===== config.mk =====
export PLATFORM = sky130hd
export DESIGN_NAME = cascaded_timer_pwm_ppg
export DESIGN_NICKNAME = d
export VERILOG_FILES = /design/src/shared/ctpwm_pkg.sv /design/src/core/cascaded_timer_pwm_ppg.sv
export SDC_FILE = /design/constraint.sdc
export NUM_CORES = 1
export LEC_CHECK = 0
export BUFFER_PORTS_ARGS = -buffer_cell sky130_fd_sc_hd__buf_2
export CAP_MARGIN = 10
export CORE_AREA = 5 5 133 135
export DETAILED_ROUTE_END_ITERATION = 8
export DIE_AREA = 0 0 138 140
export HOLD_SLACK_MARGIN = 0.15
export PLACE_DENSITY = 0.73
export RECOVER_POWER = 100
export SYNTH_ARGS = -nofsm -noshare
export SYNTH_HDL_FRONTEND = slang
export SYNTH_SLANG_ARGS = --single-unit

===== constraint.sdc =====
create_clock -name i_ref_clk -period 3.9 [get_ports i_ref_clk]
set_input_delay 0.195 -clock i_ref_clk [delete_from_list [all_inputs] [get_ports i_ref_clk]]
set_output_delay 0.195 -clock i_ref_clk [all_outputs]
set_load 0.05 [all_outputs]

===== src/shared/ctpwm_pkg.sv =====
/*
 Package for the cascaded timer PWM / pulse generator block.
 Holds register indices, field positions, reset values and mode codes.
 Assumes a byte-wide register port with single-cycle strobes.
*/
package ctpwm_pkg;
   localparam logic [2:0] REG_PAIR_CTRL = 3'h0;
   localparam logic [2:0] REG_UPPER_CFG = 3'h1;
   localparam logic [2:0] REG_DUTY_LO = 3'h2;
   localparam logic [2:0] REG_DUTY_HI = 3'h3;
   localparam logic [2:0] REG_PERIOD_LO = 3'h4;
   localparam logic [2:0] REG_PERIOD_HI = 3'h5;
   localparam logic [2:0] REG_STATUS = 3'h6;
   localparam logic [2:0] REG_COUNT_LO = 3'h7;
   localparam int CTRL_RUN_POS = 2;
   localparam int CTRL_CAS_POS = 4;
   localparam int CFG_TCK_LSB = 0;
   localparam int CFG_EIN_POS = 3;
   localparam int CFG_MODE_LSB = 4;
   localparam int CFG_DBE_POS = 6;
   localparam int CFG_TFF_POS = 7;
   localparam logic [1:0] MODE_PWM12 = 2'h2;
   localparam logic [1:0] MODE_PPG16 = 2'h3;
   localparam logic [7:0] DUTY_RESET = 8'hFF;
   localparam logic [7:0] PERIOD_RESET = 8'hFF;
   localparam logic [7:0] CTRL_RESET = 8'h00;
   localparam logic [7:0] CFG_RESET = 8'h00;
   localparam logic [15:0] COUNT_ZERO = 16'h0000;
   localparam logic [7:0] PWM_WRAP = 8'hFF;
   localparam logic [3:0] CYCLE_LAST = 4'hF;
   localparam int PRESCALE_W = 11;
   typedef enum logic [1:0] {
      ST_IDLE = 2'b01,
      ST_RUN = 2'b10
   } run_state_t;
endpackage


===== src/core/cascaded_timer_pwm_ppg.sv =====
/*
 Cascaded 16-bit timer: 12-bit PWM mode and 16-bit pulse generator mode.
 Assumes a synchronous register master on i_ref_clk and an external count
 clock pin that is asynchronous to it.
*/
// Chosen here: the address-and-strobe port and the placing of the registers.
`timescale 1ns/100ps
`default_nettype none
// Contract
// - PWM run clear stops, zeroes, restores level.
// - Buffer enable bit selects compare buffering.
// - Buffered duty loads every sixteenth overflow.
// - Buffered duty reads return buffer contents.
// - Stopped buffered write loads both copies.
// - Unbuffered write loads active compare immediately.
// - Value below counter waits for wrap.
// - Equal value matches right after write.
// - Unbuffered update during extra pulse acts immediately.
// - Source select picks prescaled gear clock.
// - Cascade bit joins timers, upper config rules.
// - Mode field 11 selects pulse generator.
// - External select chooses pin clock source.
// - Stopped output shows initial level select.
// - Generator duty match toggles output, lower interrupt.
// - Period match restores level, upper interrupt, clears.
// - Generator run clear stops, zeroes, restores level.
// - PWM toggles on low byte, overflow every 256.
// - Extra pulse bits delay toggle chosen cycles.
module cascaded_timer_pwm_ppg
   import ctpwm_pkg::*;
(
   input wire logic i_ref_clk,
   input wire logic i_rst,
   input wire logic [2:0] i_addr,
   input wire logic [7:0] i_wdata,
   input wire logic i_wr,
   input wire logic i_rd,
   input wire logic i_ext_clk,
   input wire logic i_slow_mode,
   output logic [7:0] o_rdata,
   output logic o_pwm_output_pin,
   output logic o_lower_interrupt,
   output logic o_upper_interrupt
);
   typedef struct packed {
      run_state_t st;
      logic [7:0] timer_pair_control;
      logic [7:0] upper_timer_config;
      logic [15:0] duty_buf;
      logic [15:0] period_buf;
      logic [7:0] duty_lo_stage;
      logic [15:0] period_stage;
      logic [15:0] duty_compare_value;
      logic [15:0] period_compare_value;
      logic [15:0] count;
      logic [3:0] cycle;
      logic out_lvl;
      logic toggled;
      logic lo_irq;
      logic hi_irq;
      logic lo_flag;
      logic hi_flag;
      logic [PRESCALE_W-1:0] pre;
      logic [2:0] ext_sync;
      logic [7:0] rdata;
   } state_t;

   state_t q;
   state_t n;

   function automatic logic extra_cycle(input logic [3:0] bits, input logic [3:0] cyc);
      logic [4:0] c;
      c = {1'b0, cyc} + 5'h01;
      extra_cycle = (bits[0] && c == 5'h09) ||
         (bits[1] && (c == 5'h05 || c == 5'h0D)) ||
         (bits[2] && c[1:0] == 2'h3) ||
         (bits[3] && !c[0]);
   endfunction

   logic running;
   logic buf_en;
   logic tff;
   logic ppg_mode;
   logic src_tick;
   logic int_tick;
   logic ext_tick;
   logic duty_commit;
   logic [7:0] duty8;
   logic [3:0] extra_bits;
   logic [7:0] pwm_target;
   logic [PRESCALE_W-1:0] pre_next;

   assign running = q.st == ST_RUN;
   assign buf_en = q.upper_timer_config[CFG_DBE_POS];
   assign tff = q.upper_timer_config[CFG_TFF_POS];
   assign ppg_mode = q.upper_timer_config[CFG_MODE_LSB +: 2] == MODE_PPG16;
   // The 8-bit duty sits above the extra-pulse nibble, so the two never overlap.
   assign duty8 = q.duty_compare_value[11:4];
   assign extra_bits = q.duty_compare_value[3:0];
   assign pre_next = q.pre + PRESCALE_W'(1);
   assign ext_tick = q.ext_sync[1] && !q.ext_sync[2];
   assign duty_commit = i_wr && i_addr == REG_DUTY_HI;

   // Slow mode honours only the two slowest codes (0, 1) and the undivided code 7; codes 2 to 6 stall.
   always_comb
   begin
      case (q.upper_timer_config[CFG_TCK_LSB +: 3])
         3'h0: int_tick = pre_next[10:0] == 11'h000;
         3'h1: int_tick = pre_next[9:0] == 10'h000;
         3'h2: int_tick = !i_slow_mode && pre_next[7:0] == 8'h00;
         3'h3: int_tick = !i_slow_mode && pre_next[5:0] == 6'h00;
         3'h4: int_tick = !i_slow_mode && pre_next[3:0] == 4'h0;
         3'h5: int_tick = !i_slow_mode && pre_next[1:0] == 2'h0;
         3'h6: int_tick = !i_slow_mode && !pre_next[0];
         default: int_tick = 1'b1;
      endcase
   end

   // the pin clock is synchronised, so it must stay below half the clock.
   assign src_tick = q.upper_timer_config[CFG_EIN_POS] ? ext_tick : int_tick;

   // Each PWM period low byte gets an extra count in selected cycles.
   assign pwm_target = extra_cycle(extra_bits, q.cycle) ? duty8 + 8'h01 : duty8;

   always_comb
   begin
      n = q;
      n.lo_irq = 1'b0;
      n.hi_irq = 1'b0;
      n.ext_sync = {q.ext_sync[1:0], i_ext_clk};
      n.pre = pre_next;
      if (i_rd)
      begin
         if (i_addr == REG_PAIR_CTRL)
            n.rdata = q.timer_pair_control;
         else if (i_addr == REG_UPPER_CFG)
            n.rdata = q.upper_timer_config;
         else if (i_addr == REG_DUTY_LO)
            n.rdata = buf_en ? q.duty_buf[7:0] : q.duty_compare_value[7:0];
         else if (i_addr == REG_DUTY_HI)
            n.rdata = buf_en ? q.duty_buf[15:8] : q.duty_compare_value[15:8];
         else if (i_addr == REG_PERIOD_LO)
            n.rdata = q.period_buf[7:0];
         else if (i_addr == REG_PERIOD_HI)
            n.rdata = q.period_buf[15:8];
         else if (i_addr == REG_STATUS)
            n.rdata = {4'h0, q.cycle[1:0], q.hi_flag, q.lo_flag};
         else
            n.rdata = q.count[7:0];
      end
      else
         n.rdata = 8'h00;
      if (i_rd && i_addr == REG_STATUS)
      begin
         n.lo_flag = 1'b0;
         n.hi_flag = 1'b0;
      end
      if (i_wr)
      begin
         if (i_addr == REG_PAIR_CTRL)
            n.timer_pair_control = i_wdata;
         else if (i_addr == REG_UPPER_CFG && !running)
            n.upper_timer_config = i_wdata;
         else if (i_addr == REG_DUTY_LO)
            n.duty_lo_stage = i_wdata;
         else if (i_addr == REG_PERIOD_LO)
            n.period_stage[7:0] = i_wdata;
         else if (i_addr == REG_PERIOD_HI)
            n.period_stage[15:8] = i_wdata;
      end
      if (duty_commit)
      begin
         n.duty_buf = {i_wdata, q.duty_lo_stage};
         n.period_buf = q.period_stage;
         if (!buf_en || !running)
         begin
            n.duty_compare_value = {i_wdata, q.duty_lo_stage};
            n.period_compare_value = q.period_stage;
         end
      end
      case (q.st)
         ST_IDLE:
         begin
            n.count = COUNT_ZERO;
            n.cycle = 4'h0;
            n.toggled = 1'b0;
            n.out_lvl = tff;
            if (q.timer_pair_control[CTRL_RUN_POS] && q.timer_pair_control[CTRL_CAS_POS])
            begin
               n.st = ST_RUN;
               n.pre = '0;
            end
         end
         ST_RUN:
         begin
            if (!q.timer_pair_control[CTRL_RUN_POS] || !q.timer_pair_control[CTRL_CAS_POS])
            begin
               n.st = ST_IDLE;
               n.count = COUNT_ZERO;
               n.out_lvl = tff;
            end
            else if (ppg_mode)
            begin
               // Match is checked every clock so an equal new value hits at once.
               if (!q.toggled && q.count == q.duty_compare_value)
               begin
                  n.toggled = 1'b1;
                  n.out_lvl = !tff;
                  n.lo_irq = 1'b1;
               end
               if (src_tick)
               begin
                  if (q.count == q.period_compare_value)
                  begin
                     n.count = COUNT_ZERO;
                     n.out_lvl = tff;
                     n.toggled = 1'b0;
                     n.hi_irq = 1'b1;
                  end
                  else
                     n.count = q.count + 16'h0001;
               end
            end
            else
            begin
               if (!q.toggled && q.count[7:0] == pwm_target)
               begin
                  n.toggled = 1'b1;
                  n.out_lvl = !tff;
               end
               if (src_tick)
               begin
                  if (q.count[7:0] == PWM_WRAP)
                  begin
                     n.count = COUNT_ZERO;
                     n.out_lvl = tff;
                     n.toggled = 1'b0;
                     n.lo_irq = 1'b1;
                     n.cycle = q.cycle + 4'h1;
                     if (q.cycle == CYCLE_LAST)
                     begin
                        n.hi_irq = 1'b1;
                        if (buf_en)
                           n.duty_compare_value = duty_commit ?
                              {i_wdata, q.duty_lo_stage} : q.duty_buf;
                     end
                  end
                  else
                     n.count = q.count + 16'h0001;
               end
            end
            if (ppg_mode && src_tick && q.count == q.period_compare_value && buf_en)
            begin
               n.duty_compare_value = duty_commit ? {i_wdata, q.duty_lo_stage} : q.duty_buf;
               n.period_compare_value = duty_commit ? q.period_stage : q.period_buf;
            end
         end
         default:
            n.st = ST_IDLE;
      endcase
      // Hardware events win over a status read clear in the same cycle.
      if (n.lo_irq)
         n.lo_flag = 1'b1;
      if (n.hi_irq)
         n.hi_flag = 1'b1;
   end

   always_ff @(posedge i_ref_clk or posedge i_rst)
   begin
      if (i_rst)
      begin
         q <= '0;
         q.st <= ST_IDLE;
         q.timer_pair_control <= CTRL_RESET;
         q.upper_timer_config <= CFG_RESET;
         q.duty_buf <= {DUTY_RESET, DUTY_RESET};
         q.duty_lo_stage <= DUTY_RESET;
         q.duty_compare_value <= {DUTY_RESET, DUTY_RESET};
         q.period_buf <= {PERIOD_RESET, PERIOD_RESET};
         q.period_stage <= {PERIOD_RESET, PERIOD_RESET};
         q.period_compare_value <= {PERIOD_RESET, PERIOD_RESET};
      end
      else
         q <= n;
   end

   assign o_rdata = q.rdata;
   assign o_pwm_output_pin = q.out_lvl;
   assign o_lower_interrupt = q.lo_irq;
   assign o_upper_interrupt = q.hi_irq;

   a_stop_clears: assert property (@(posedge i_ref_clk) disable iff (i_rst)
      running && !q.timer_pair_control[CTRL_RUN_POS] |=> q.count == COUNT_ZERO && !running)
      else $error("stop did not clear counter");
   a_stop_level: assert property (@(posedge i_ref_clk) disable iff (i_rst)
      running && !q.timer_pair_control[CTRL_RUN_POS] |=> o_pwm_output_pin == $past(tff))
      else $error("stop did not restore level");
   a_idle_level: assert property (@(posedge i_ref_clk) disable iff (i_rst)
      !running && $past(!running) |-> o_pwm_output_pin == $past(tff))
      else $error("idle output wrong");
   a_direct_load: assert property (@(posedge i_ref_clk) disable iff (i_rst)
      duty_commit && !buf_en |=> q.duty_compare_value == {$past(i_wdata), $past(q.duty_lo_stage)})
      else $error("unbuffered load missing");
   a_buffer_read: assert property (@(posedge i_ref_clk) disable iff (i_rst)
      i_rd && i_addr == REG_DUTY_HI && buf_en |=> o_rdata == $past(q.duty_buf[15:8]))
      else $error("buffered read wrong");
   a_period_clear: assert property (@(posedge i_ref_clk) disable iff (i_rst)
      running && ppg_mode && q.timer_pair_control[CTRL_RUN_POS] && src_tick &&
      q.timer_pair_control[CTRL_CAS_POS] &&
      q.count == q.period_compare_value |=> o_upper_interrupt && q.count == COUNT_ZERO)
      else $error("period match wrong");
   a_duty_irq: assert property (@(posedge i_ref_clk) disable iff (i_rst)
      o_lower_interrupt && ppg_mode && running |-> o_pwm_output_pin == !tff)
      else $error("duty toggle wrong");
   a_sixteenth: assert property (@(posedge i_ref_clk) disable iff (i_rst)
      o_upper_interrupt && !ppg_mode |-> q.cycle == 4'h0 && o_lower_interrupt)
      else $error("upper interrupt not on sixteenth");
   c_ppg_cycle: cover property (@(posedge i_ref_clk) disable iff (i_rst)
      ppg_mode && o_lower_interrupt ##[1:1000] o_upper_interrupt);
   c_pwm_wrap: cover property (@(posedge i_ref_clk) disable iff (i_rst)
      !ppg_mode && o_upper_interrupt);
   c_stop: cover property (@(posedge i_ref_clk) disable iff (i_rst)
      running ##1 !running);
endmodule
`default_nettype wire


; Word level (Yosys, flattened, before mapping)
; Cells that the tools add are included.
[totals]
regBits = 154
elab_cells = 173
out_inout_bits = 11
input_bits = 17
[classes]
mux = 57
n_reduce_logical = 55
eq_ne = 31
addsub = 5
bitwise = 4
[ops]
columns = op, n
row1 = $mux W16, 13
row2 = $mux W32, 4
row3 = $mux W8, 12
row4 = $pmux W22 S2, 1
row5 = $eq A16 B16 Y1, 2
row6 = $mux W24, 1
row7 = $mux W11, 2
row8 = $mux W2, 10
row9 = $logic_and A1 B1 Y1, 19
row10 = $eq A3 B3 Y1 const B, 6
row11 = $add A16 B1 Y16 const B, 1
row12 = $eq A3 B2 Y1 const B, 4
row13 = $mux W4, 3
row14 = $add A11 B1 Y11 const B, 1
row15 = $logic_not A11 Y1, 1
row16 = $eq A5 B4 Y1 const B, 2
row17 = $logic_not A1 Y1, 10
row18 = $logic_not A10 Y1, 1
row19 = $reduce_and A5 Y1, 2
row20 = $add A8 B1 Y8 const B, 1
row21 = $eq A8 B8 Y1, 1
row22 = $eq A8 B8 Y1 const B, 1
row23 = $logic_not A8 Y1, 1
row24 = $reduce_and A2 Y1, 4
row25 = other kinds (24), 49

; Longest topological paths before layout
; Gate-level depths: netlist of the first run.
[depth]
word_depth = 20
depth_mapped = 11
mapped_depth_nobuf = 10

; Least setup slack after synthesis of the first run
; Ideal clock, no wire load.
[synth_timing]
path_kind = flip-flop to flip-flop
startpoint = register q[11] (netlist bit)
endpoint = register q[29] (netlist bit)
n_path_buf = 1
required_time_ns = 3.779
stages_incl_launch_ff = 11
period_less_slack_ns = 2.716
setup_ns = 0.121
arrival_ns = 2.595
slack_ns = 1.184
path_cell_list = dfrtp_1 -> ha_1 -> buf_2 -> and3_1 -> or3_1 -> and4_4 -> o31ai_4 -> o211a_2 -> a41oi_2 -> or2_1 -> a22o_1
[synth_between]
elab_chain_len = 7
elab_cells_between_ends = 17
cone_classes = add/sub: 1 / eq/ne: 1 / mux: 2 / reduce/logical: 13
[synth_rtl]
columns = element, line
row1 = "start, declared", cascaded_timer_pwm_ppg.sv:68  ; state_t q;
row2 = "start signal, assigned", cascaded_timer_pwm_ppg.sv:284  ; q <= n;
row3 = $add A11 B1 Y11 (*), cascaded_timer_pwm_ppg.sv:100  ; assign pre_next = q.pre + PRESCALE_W'(1);
row4 = $logic_not A8 Y1 (tied with other cells), cascaded_timer_pwm_ppg.sv:110  ; 3'h2: int_tick = !i_slow_mode && pre_next[7:0] == 8'h00;
row5 = $logic_and A1 B1 Y1 (on tied branches), -
row6 = $pmux W1 S7 (*), cascaded_timer_pwm_ppg.sv:107  ; case (q.upper_timer_config[CFG_TCK_LSB +: 3])
row7 = $mux W1 (*), cascaded_timer_pwm_ppg.sv:120  ; assign src_tick = q.upper_timer_config[CFG_EIN_POS] ? ext_tick : int_tick;
row8 = $ne A2 B1 Y1 (no line) (*), -
row9 = $reduce_and A5 Y1 (no line) (*), -
; Every way passes the cells marked *; elsewhere a longest branch is shown, timed or not.
; A chain may end at the register's enable or synchronous reset.

==> results of run 1 <==
## cell usage after synthesis (6+ instances only)
cell type | count | area [µm²]
mux2_1 | 10 | 113
inv_1 | 13 | 48.8
dfrtp_1 | 65 | 1630
nor2b_1 | 14 | 87.6
nor2_1 | 63 | 236
xor2_1 | 41 | 359
buf_2 | 10 | 50.1
nand2b_1 | 6 | 37.5
a22o_1 | 11 | 96.3
xnor2_1 | 11 | 96.3
nand4_1 | 9 | 56.3
or3_1 | 8 | 50.1
o21ai_0 | 23 | 115
mux2_2 | 98 | 1100
dfstp_2 | 89 | 2340
mux2i_1 | 33 | 330
buf_4 | 8 | 60.1
nor4_1 | 11 | 68.8
a21oi_1 | 22 | 110
and3_1 | 15 | 93.8
nor3_1 | 15 | 75.1
clkbuf_1 | 33 | 124
nand3_1 | 21 | 105
o21ai_1 | 25 | 125
o22ai_1 | 10 | 62.6
ha_1 | 10 | 125
nand2_1 | 54 | 203
a211oi_1 | 15 | 113
a21o_1 | 7 | 52.6
## state kept, by name, summed over array words and instances (netlist names)
signal / cells
o_rdata: 8
o_pwm_output_pin: 1
o_upper_interrupt: 1
extra_bits: 4
o_lower_interrupt: 1
duty8: 8
buf_en: 1
q: 128
n: 2
## how the worst max path moves through the flow
stage,from,to,slack (ns)
2_1_floorplan,q[11],q[29],1.18
3_3_place_gp,q[11],q[36],0.73
3_5_place_dp,q[11],q[34],0.69
4_1_cts,q[11],q[34],0.64
5_1_grt,q[11],q[51],0.29
6_report,i_addr[2],duty8[4],0.50
## cell type report
class	count	area, µm²	share of cell area [%]
Clock buffer	18	429	4.50
Multi-Input combinational cell	600	4420	46.3
Inverter	16	61.3	0.642
Sequential cell	154	3970	41.5
Timing Repair Buffer	48	265	2.78
Clock inverter	14	128	1.34
Tap cell	220	275	2.88
## repair_timing
item | CTS | global route
buffers inserted | 0 | 0
hold buffers | 5 | 0
hold endpoints to repair | 46 | 0
## through the flow
stage | setup WS [ns] | total power, mW | cell area [µm²] | cells
2_1_floorplan | 1.18 | 3.74 | 8770 | 829
3_3_place_gp | 0.730 | 4.06 | 9040 | 1033
3_5_place_dp | 0.686 | 4.11 | 9040 | 1033
4_1_cts | 0.635 | 5.71 | 9640 | 1070
5_1_grt | 0.287 | 5.95 | 9540 | 1070
6_report | 0.504 | 5.64 | 9540 | 1070
## layout by cell type, fill, tap and decap left out, types with 20 or more instances in the layout
cell      n
xor2_1   41
mux2_2   74
dfrtp_1  65
nor2_1   63
dfstp_2  88
nand2_1  54
nand3_1  20
mux2_1   34
a21oi_1  22
o21ai_0  45
mux2i_1  33
## where the power goes
part | leakage (nW) | internal, mW | switching [mW]
registers | 1.79 | 2.19 | 0.391
clock network | 0.272 | 0.841 | 0.742
logic | 2.00 | 0.654 | 0.818
total | 4.06 | 3.69 | 1.95
## per-layer routing
layer | global-route usage, % | routed length, µm
met1 | 31.4 | 9810
met2 | 35.6 | 10100
met3 | 4.81 | 1280
met4 | 9.57 | 627
met5 | 0 | 0
## cells by family (layout without fill, tap and decap cells)
logic type      count (synthesis)  in the layout  share of synthesized area (%)
fa+ha+maj                      10             10                           1.43
mux                           141            141                           17.6
simple gates                  237            237                           13.6
compound gates                160            160                           13.0
buf+inv                        75             96                           3.95
flops                         154            154                           45.2
xor+xnor                       52             52                           5.19
==> results_dict.tcl, run 1 <==
set metrics [dict create \
    violations "max-capacitance violations, max-slew violations" \
    wl_um 21800 \
    via_count 6488 \
    cp_slowest_cell "clkbuf_1" \
    synth-main-ff-cell "dfstp_2" \
    yosys_warnings 0 \
    fp.dieW_um 138 \
    gp_congestion 0.904 \
    die_h_um 140 \
    crit_path_end_kind "flip-flop" \
    grtUsageTotal_pct 22.9 \
    tightest_slew_ns 2.20 \
    rr_startpoint "q[11]" \
    max_freq_mhz 294 \
    numCtsBuffers 17 \
    io_pins 28 \
    cp_top_family "buffers and inverters" \
    post_cts_resize_count 0 \
    die-area_um2 19300 \
    ant_nets 0 \
    final_util_pct 58.4 \
    clk_pin_slew_ns 0.07 \
    synth-seq-area-share_pct 45.2 \
    antenna_cells 0 \
    cp_common_cell "clkbuf_1" \
    ir_drop_mv 0.440 \
    grt_max_degree 82 \
    critical_path_class "in2reg" \
    crit_chain "clkbuf_1, inv_1, and3_1, nand2_1, clkbuf_1, mux2_2, mux2_1" \
    num-fill-cells 1417 \
    maxCapViolCount 3 \
    drt_iter0_markers 750 \
    cts_tree "yes" \
    cp.required_ns 4.26 \
    syn-num-nets 856 \
    drive_gt1_share_pct 27.2 \
    max_stage_delay_ns 1.57 \
    path_max_fanout 32 \
    finalCritPeriodShare_pct 87.1 \
    avgViaCountPerCell 6.06 \
    report.final.slew_viol_count 155 \
    finalSetupViolCount 0 \
    synth_edf_count 0 \
    min_path_type "in2reg" \
    syn_area_um2 8770 \
    status "complete, but fails checks" \
    start_kind "input pin" \
    rsz0062_at_grt "no" \
    wl_per_cell_um 20.4 \
    hold_end "q[102]" \
    path_buf_inv 3 \
    clock-sinks 154 \
    worstPathArrival_ns 3.75 \
    drc 0 \
    r2r-end "q[42]" \
    synth_cell_types 73 \
    setup_tns_ns 0 \
    worstSetupPathDepth 7 \
    leakagePower_nw 4.06 \
    power_density_nw_per_um2 591 \
    core_area_um2 16300 \
    h-tree-depth 4 \
    antenna_found_initial 0 \
    r2r_setup_slack_ns 0.58 \
    overflow 0 \
    clockBufferDepth 2 \
    port_buffers 27 \
    synth_cells 829 \
    maxSlewHeadroom_pct -46.4 \
    async_flop_share_pct 100 \
    skew_ns 0.0138 \
    placementRows 47 \
    root_buffer "clkbuf_16" \
    num-nets-final 864 \
    initial_utilization_pct 53.7 \
    timing.final.crit_period_ns 3.40 \
    hold_slack_ns 0.168 \
    worst_skew_pair.late_latency_ns 0.44 \
    hold_path_depth 2 \
    syn_to_final_growth_pct 8.80 \
    hold_start "i_wdata[6]" \
    r2r_cells 9 \
    grt_first_pass_wirelength_um 35000 \
    dp.final_hpwl_um 15000 \
    syn_area_per_cell_um2 10.6 \
    hold_violations 0 \
    first_global_vias 6382 \
    drt-pass1-iter-count 5 \
    ys_seq_elements 154 \
]
(Power assumes the default switching activity.)
==> inputs of run 2 (changes only) <==
- BUFFER_PORTS_ARGS: -buffer_cell sky130_fd_sc_hd__buf_2 -> default
- DONT_BUFFER_PORTS: default -> 1
- PLACE_DENSITY: 0.73 -> 0.72
==> run 2 against run 1 <==
The flow still finishes with violations (max-capacitance violations, max-slew violations). Maximum frequency rose by 1.9%. Register-to-register slack is essentially flat. Critical path depth up 3. Critical path type is now reg2reg. Largest cell class unchanged. Largest power group unchanged.
==> results_dict.tcl, run 2 (synthesized netlist as in run 1, its figures left out) <==
set metrics [dict create \
    status "complete, but fails checks" \
    violations "max-capacitance violations, max-slew violations" \
    die-area_um2 19300 \
    h-tree-depth 4 \
    placementRows 47 \
    antenna_cells 0 \
    dp.final_hpwl_um 15200 \
    post_cts_resize_count 0 \
    overflow 0 \
    drc 0 \
    syn_to_final_growth_pct 7.67 \
    num-nets-final 835 \
    first_global_vias 6316 \
    final_cell_mix "87 x dfstp_2, 72 x mux2_2, 65 x dfrtp_1, 63 x nor2_1, 54 x nand2_1" \
    fin_area_um2 9440 \
    top_register "q" \
    drt_iter0_markers 722 \
    initial_utilization_pct 53.7 \
    clk_pin_slew_ns 0.06 \
    pre_cts_slack_ns 0.660 \
    antenna_found_initial 0 \
    num-fill-cells 1370 \
    fin_ws_ns 0.569 \
    rr_startpoint "q[11]" \
    gp_congestion 0.900 \
    rsz0062_at_grt "no" \
    fp.dieW_um 138 \
    path_max_fanout 32 \
    port_buffers 0 \
    grt_first_pass_wirelength_um 35300 \
    final_util_pct 57.8 \
    maxSlewHeadroom_pct -24.7 \
    placed_area_um2 8850 \
    placedCellCount 998 \
    via_count 6451 \
    core_area_um2 16300 \
    final_cells 1040 \
    cts_tree "yes" \
    start_kind "flip-flop" \
    hold_start "i_addr[1]" \
    hold_slack_ns 0.196 \
    skew_ns 0.0116 \
    numCtsBuffers 17 \
    leakagePower_nw 3.99 \
    wl_per_cell_um 21.2 \
    cts_setup_buffers 0 \
    clock-sinks 154 \
    avgViaCountPerCell 6.20 \
    cp.required_ns 4.24 \
    grt_max_degree 82 \
    worst_skew_pair.late_latency_ns 0.44 \
    wl_um 22100 \
    ant_nets 0 \
    finalSetupViolCount 0 \
    finalCritPeriodShare_pct 85.4 \
    die_h_um 140 \
    max_freq_mhz 300 \
    min_path_type "in2reg" \
    drive_gt1_share_pct 25.5 \
    ir_drop_mv 0.425 \
    crit_path_end_kind "flip-flop" \
    largest_reg_flops 128 \
    report.final.slew_viol_count 124 \
    power_density_nw_per_um2 598 \
    setup_tns_ns 0 \
    hold_violations 0 \
    maxCapViolCount 3 \
    startpoint "q[11]" \
    worstPathArrival_ns 3.68 \
    io_pins 28 \
    grtUsageTotal_pct 23.1 \
    critical_path_class "reg2reg" \
    clockBufferDepth 2 \
    timing.final.crit_period_ns 3.33 \
    root_buffer "clkbuf_16" \
    fin_total_pwr_mw 5.65 \
    final_common_cell "dfstp_2" \
    tightest_slew_ns 1.87 \
    drt-pass1-iter-count 5 \
]
run 2: path summary, 6_finish.rpt:
check	endpoint	slack, ns	cells after the start
max in group asynchronous	q[151]	1.02	3
max	q[51]	0.57	10
min	q[23]	0.20	3
min in group asynchronous	q[145]	0.52	2
max reg2reg	q[51]	0.57	10
min reg2reg	n[10]	0.35	0
run 2: area by class of cell:
class / count / area (µm²) / area share, %
Tap cell: 220 / 275 / 2.91
Timing Repair Buffer: 19 / 159 / 1.68
Clock inverter: 11 / 108 / 1.14
Sequential cell: 154 / 3970 / 42.0
Inverter: 16 / 61.3 / 0.649
Multi-Input combinational cell: 600 / 4420 / 46.8
Clock buffer: 20 / 457 / 4.84
run 2: critical path, cell delays in order (launching register included):
cell and delay (ns):
dfrtp_1 0.45, ha_1 0.36, nand3_1 0.17, or3_1 0.32, and4_1 0.25, o31ai_4 0.29, o211ai_4 0.21, nor4_1 0.37
clkbuf_2 0.56, nand2_1 0.12, o21ai_0 0.12
run 2: metal layers:
layer  share of wire (%)  routed length [µm]  GRT usage, %
met1                  43                9520          30.7
met2                  48               10500          37.1
met3                 6.3                1400          5.25
met4                 3.0                 653          8.53
met5                   0                   0             0
run 2: report_power, final:
| part | switching [mW] | internal [mW] |
|---|---|---|
| combinational | 0.756 | 0.645 |
| clock | 0.685 | 0.917 |
| sequential | 0.451 | 2.19 |
| total | 1.89 | 3.75 |
run 2: repair_timing:
| item | 4_1_cts | 5_1_grt |
|---|---|---|
| endpoints found under the setup margin | 0 | 0 |
| endpoints found under the hold margin | 96 | 0 |
| hold buffers | 11 | 0 |
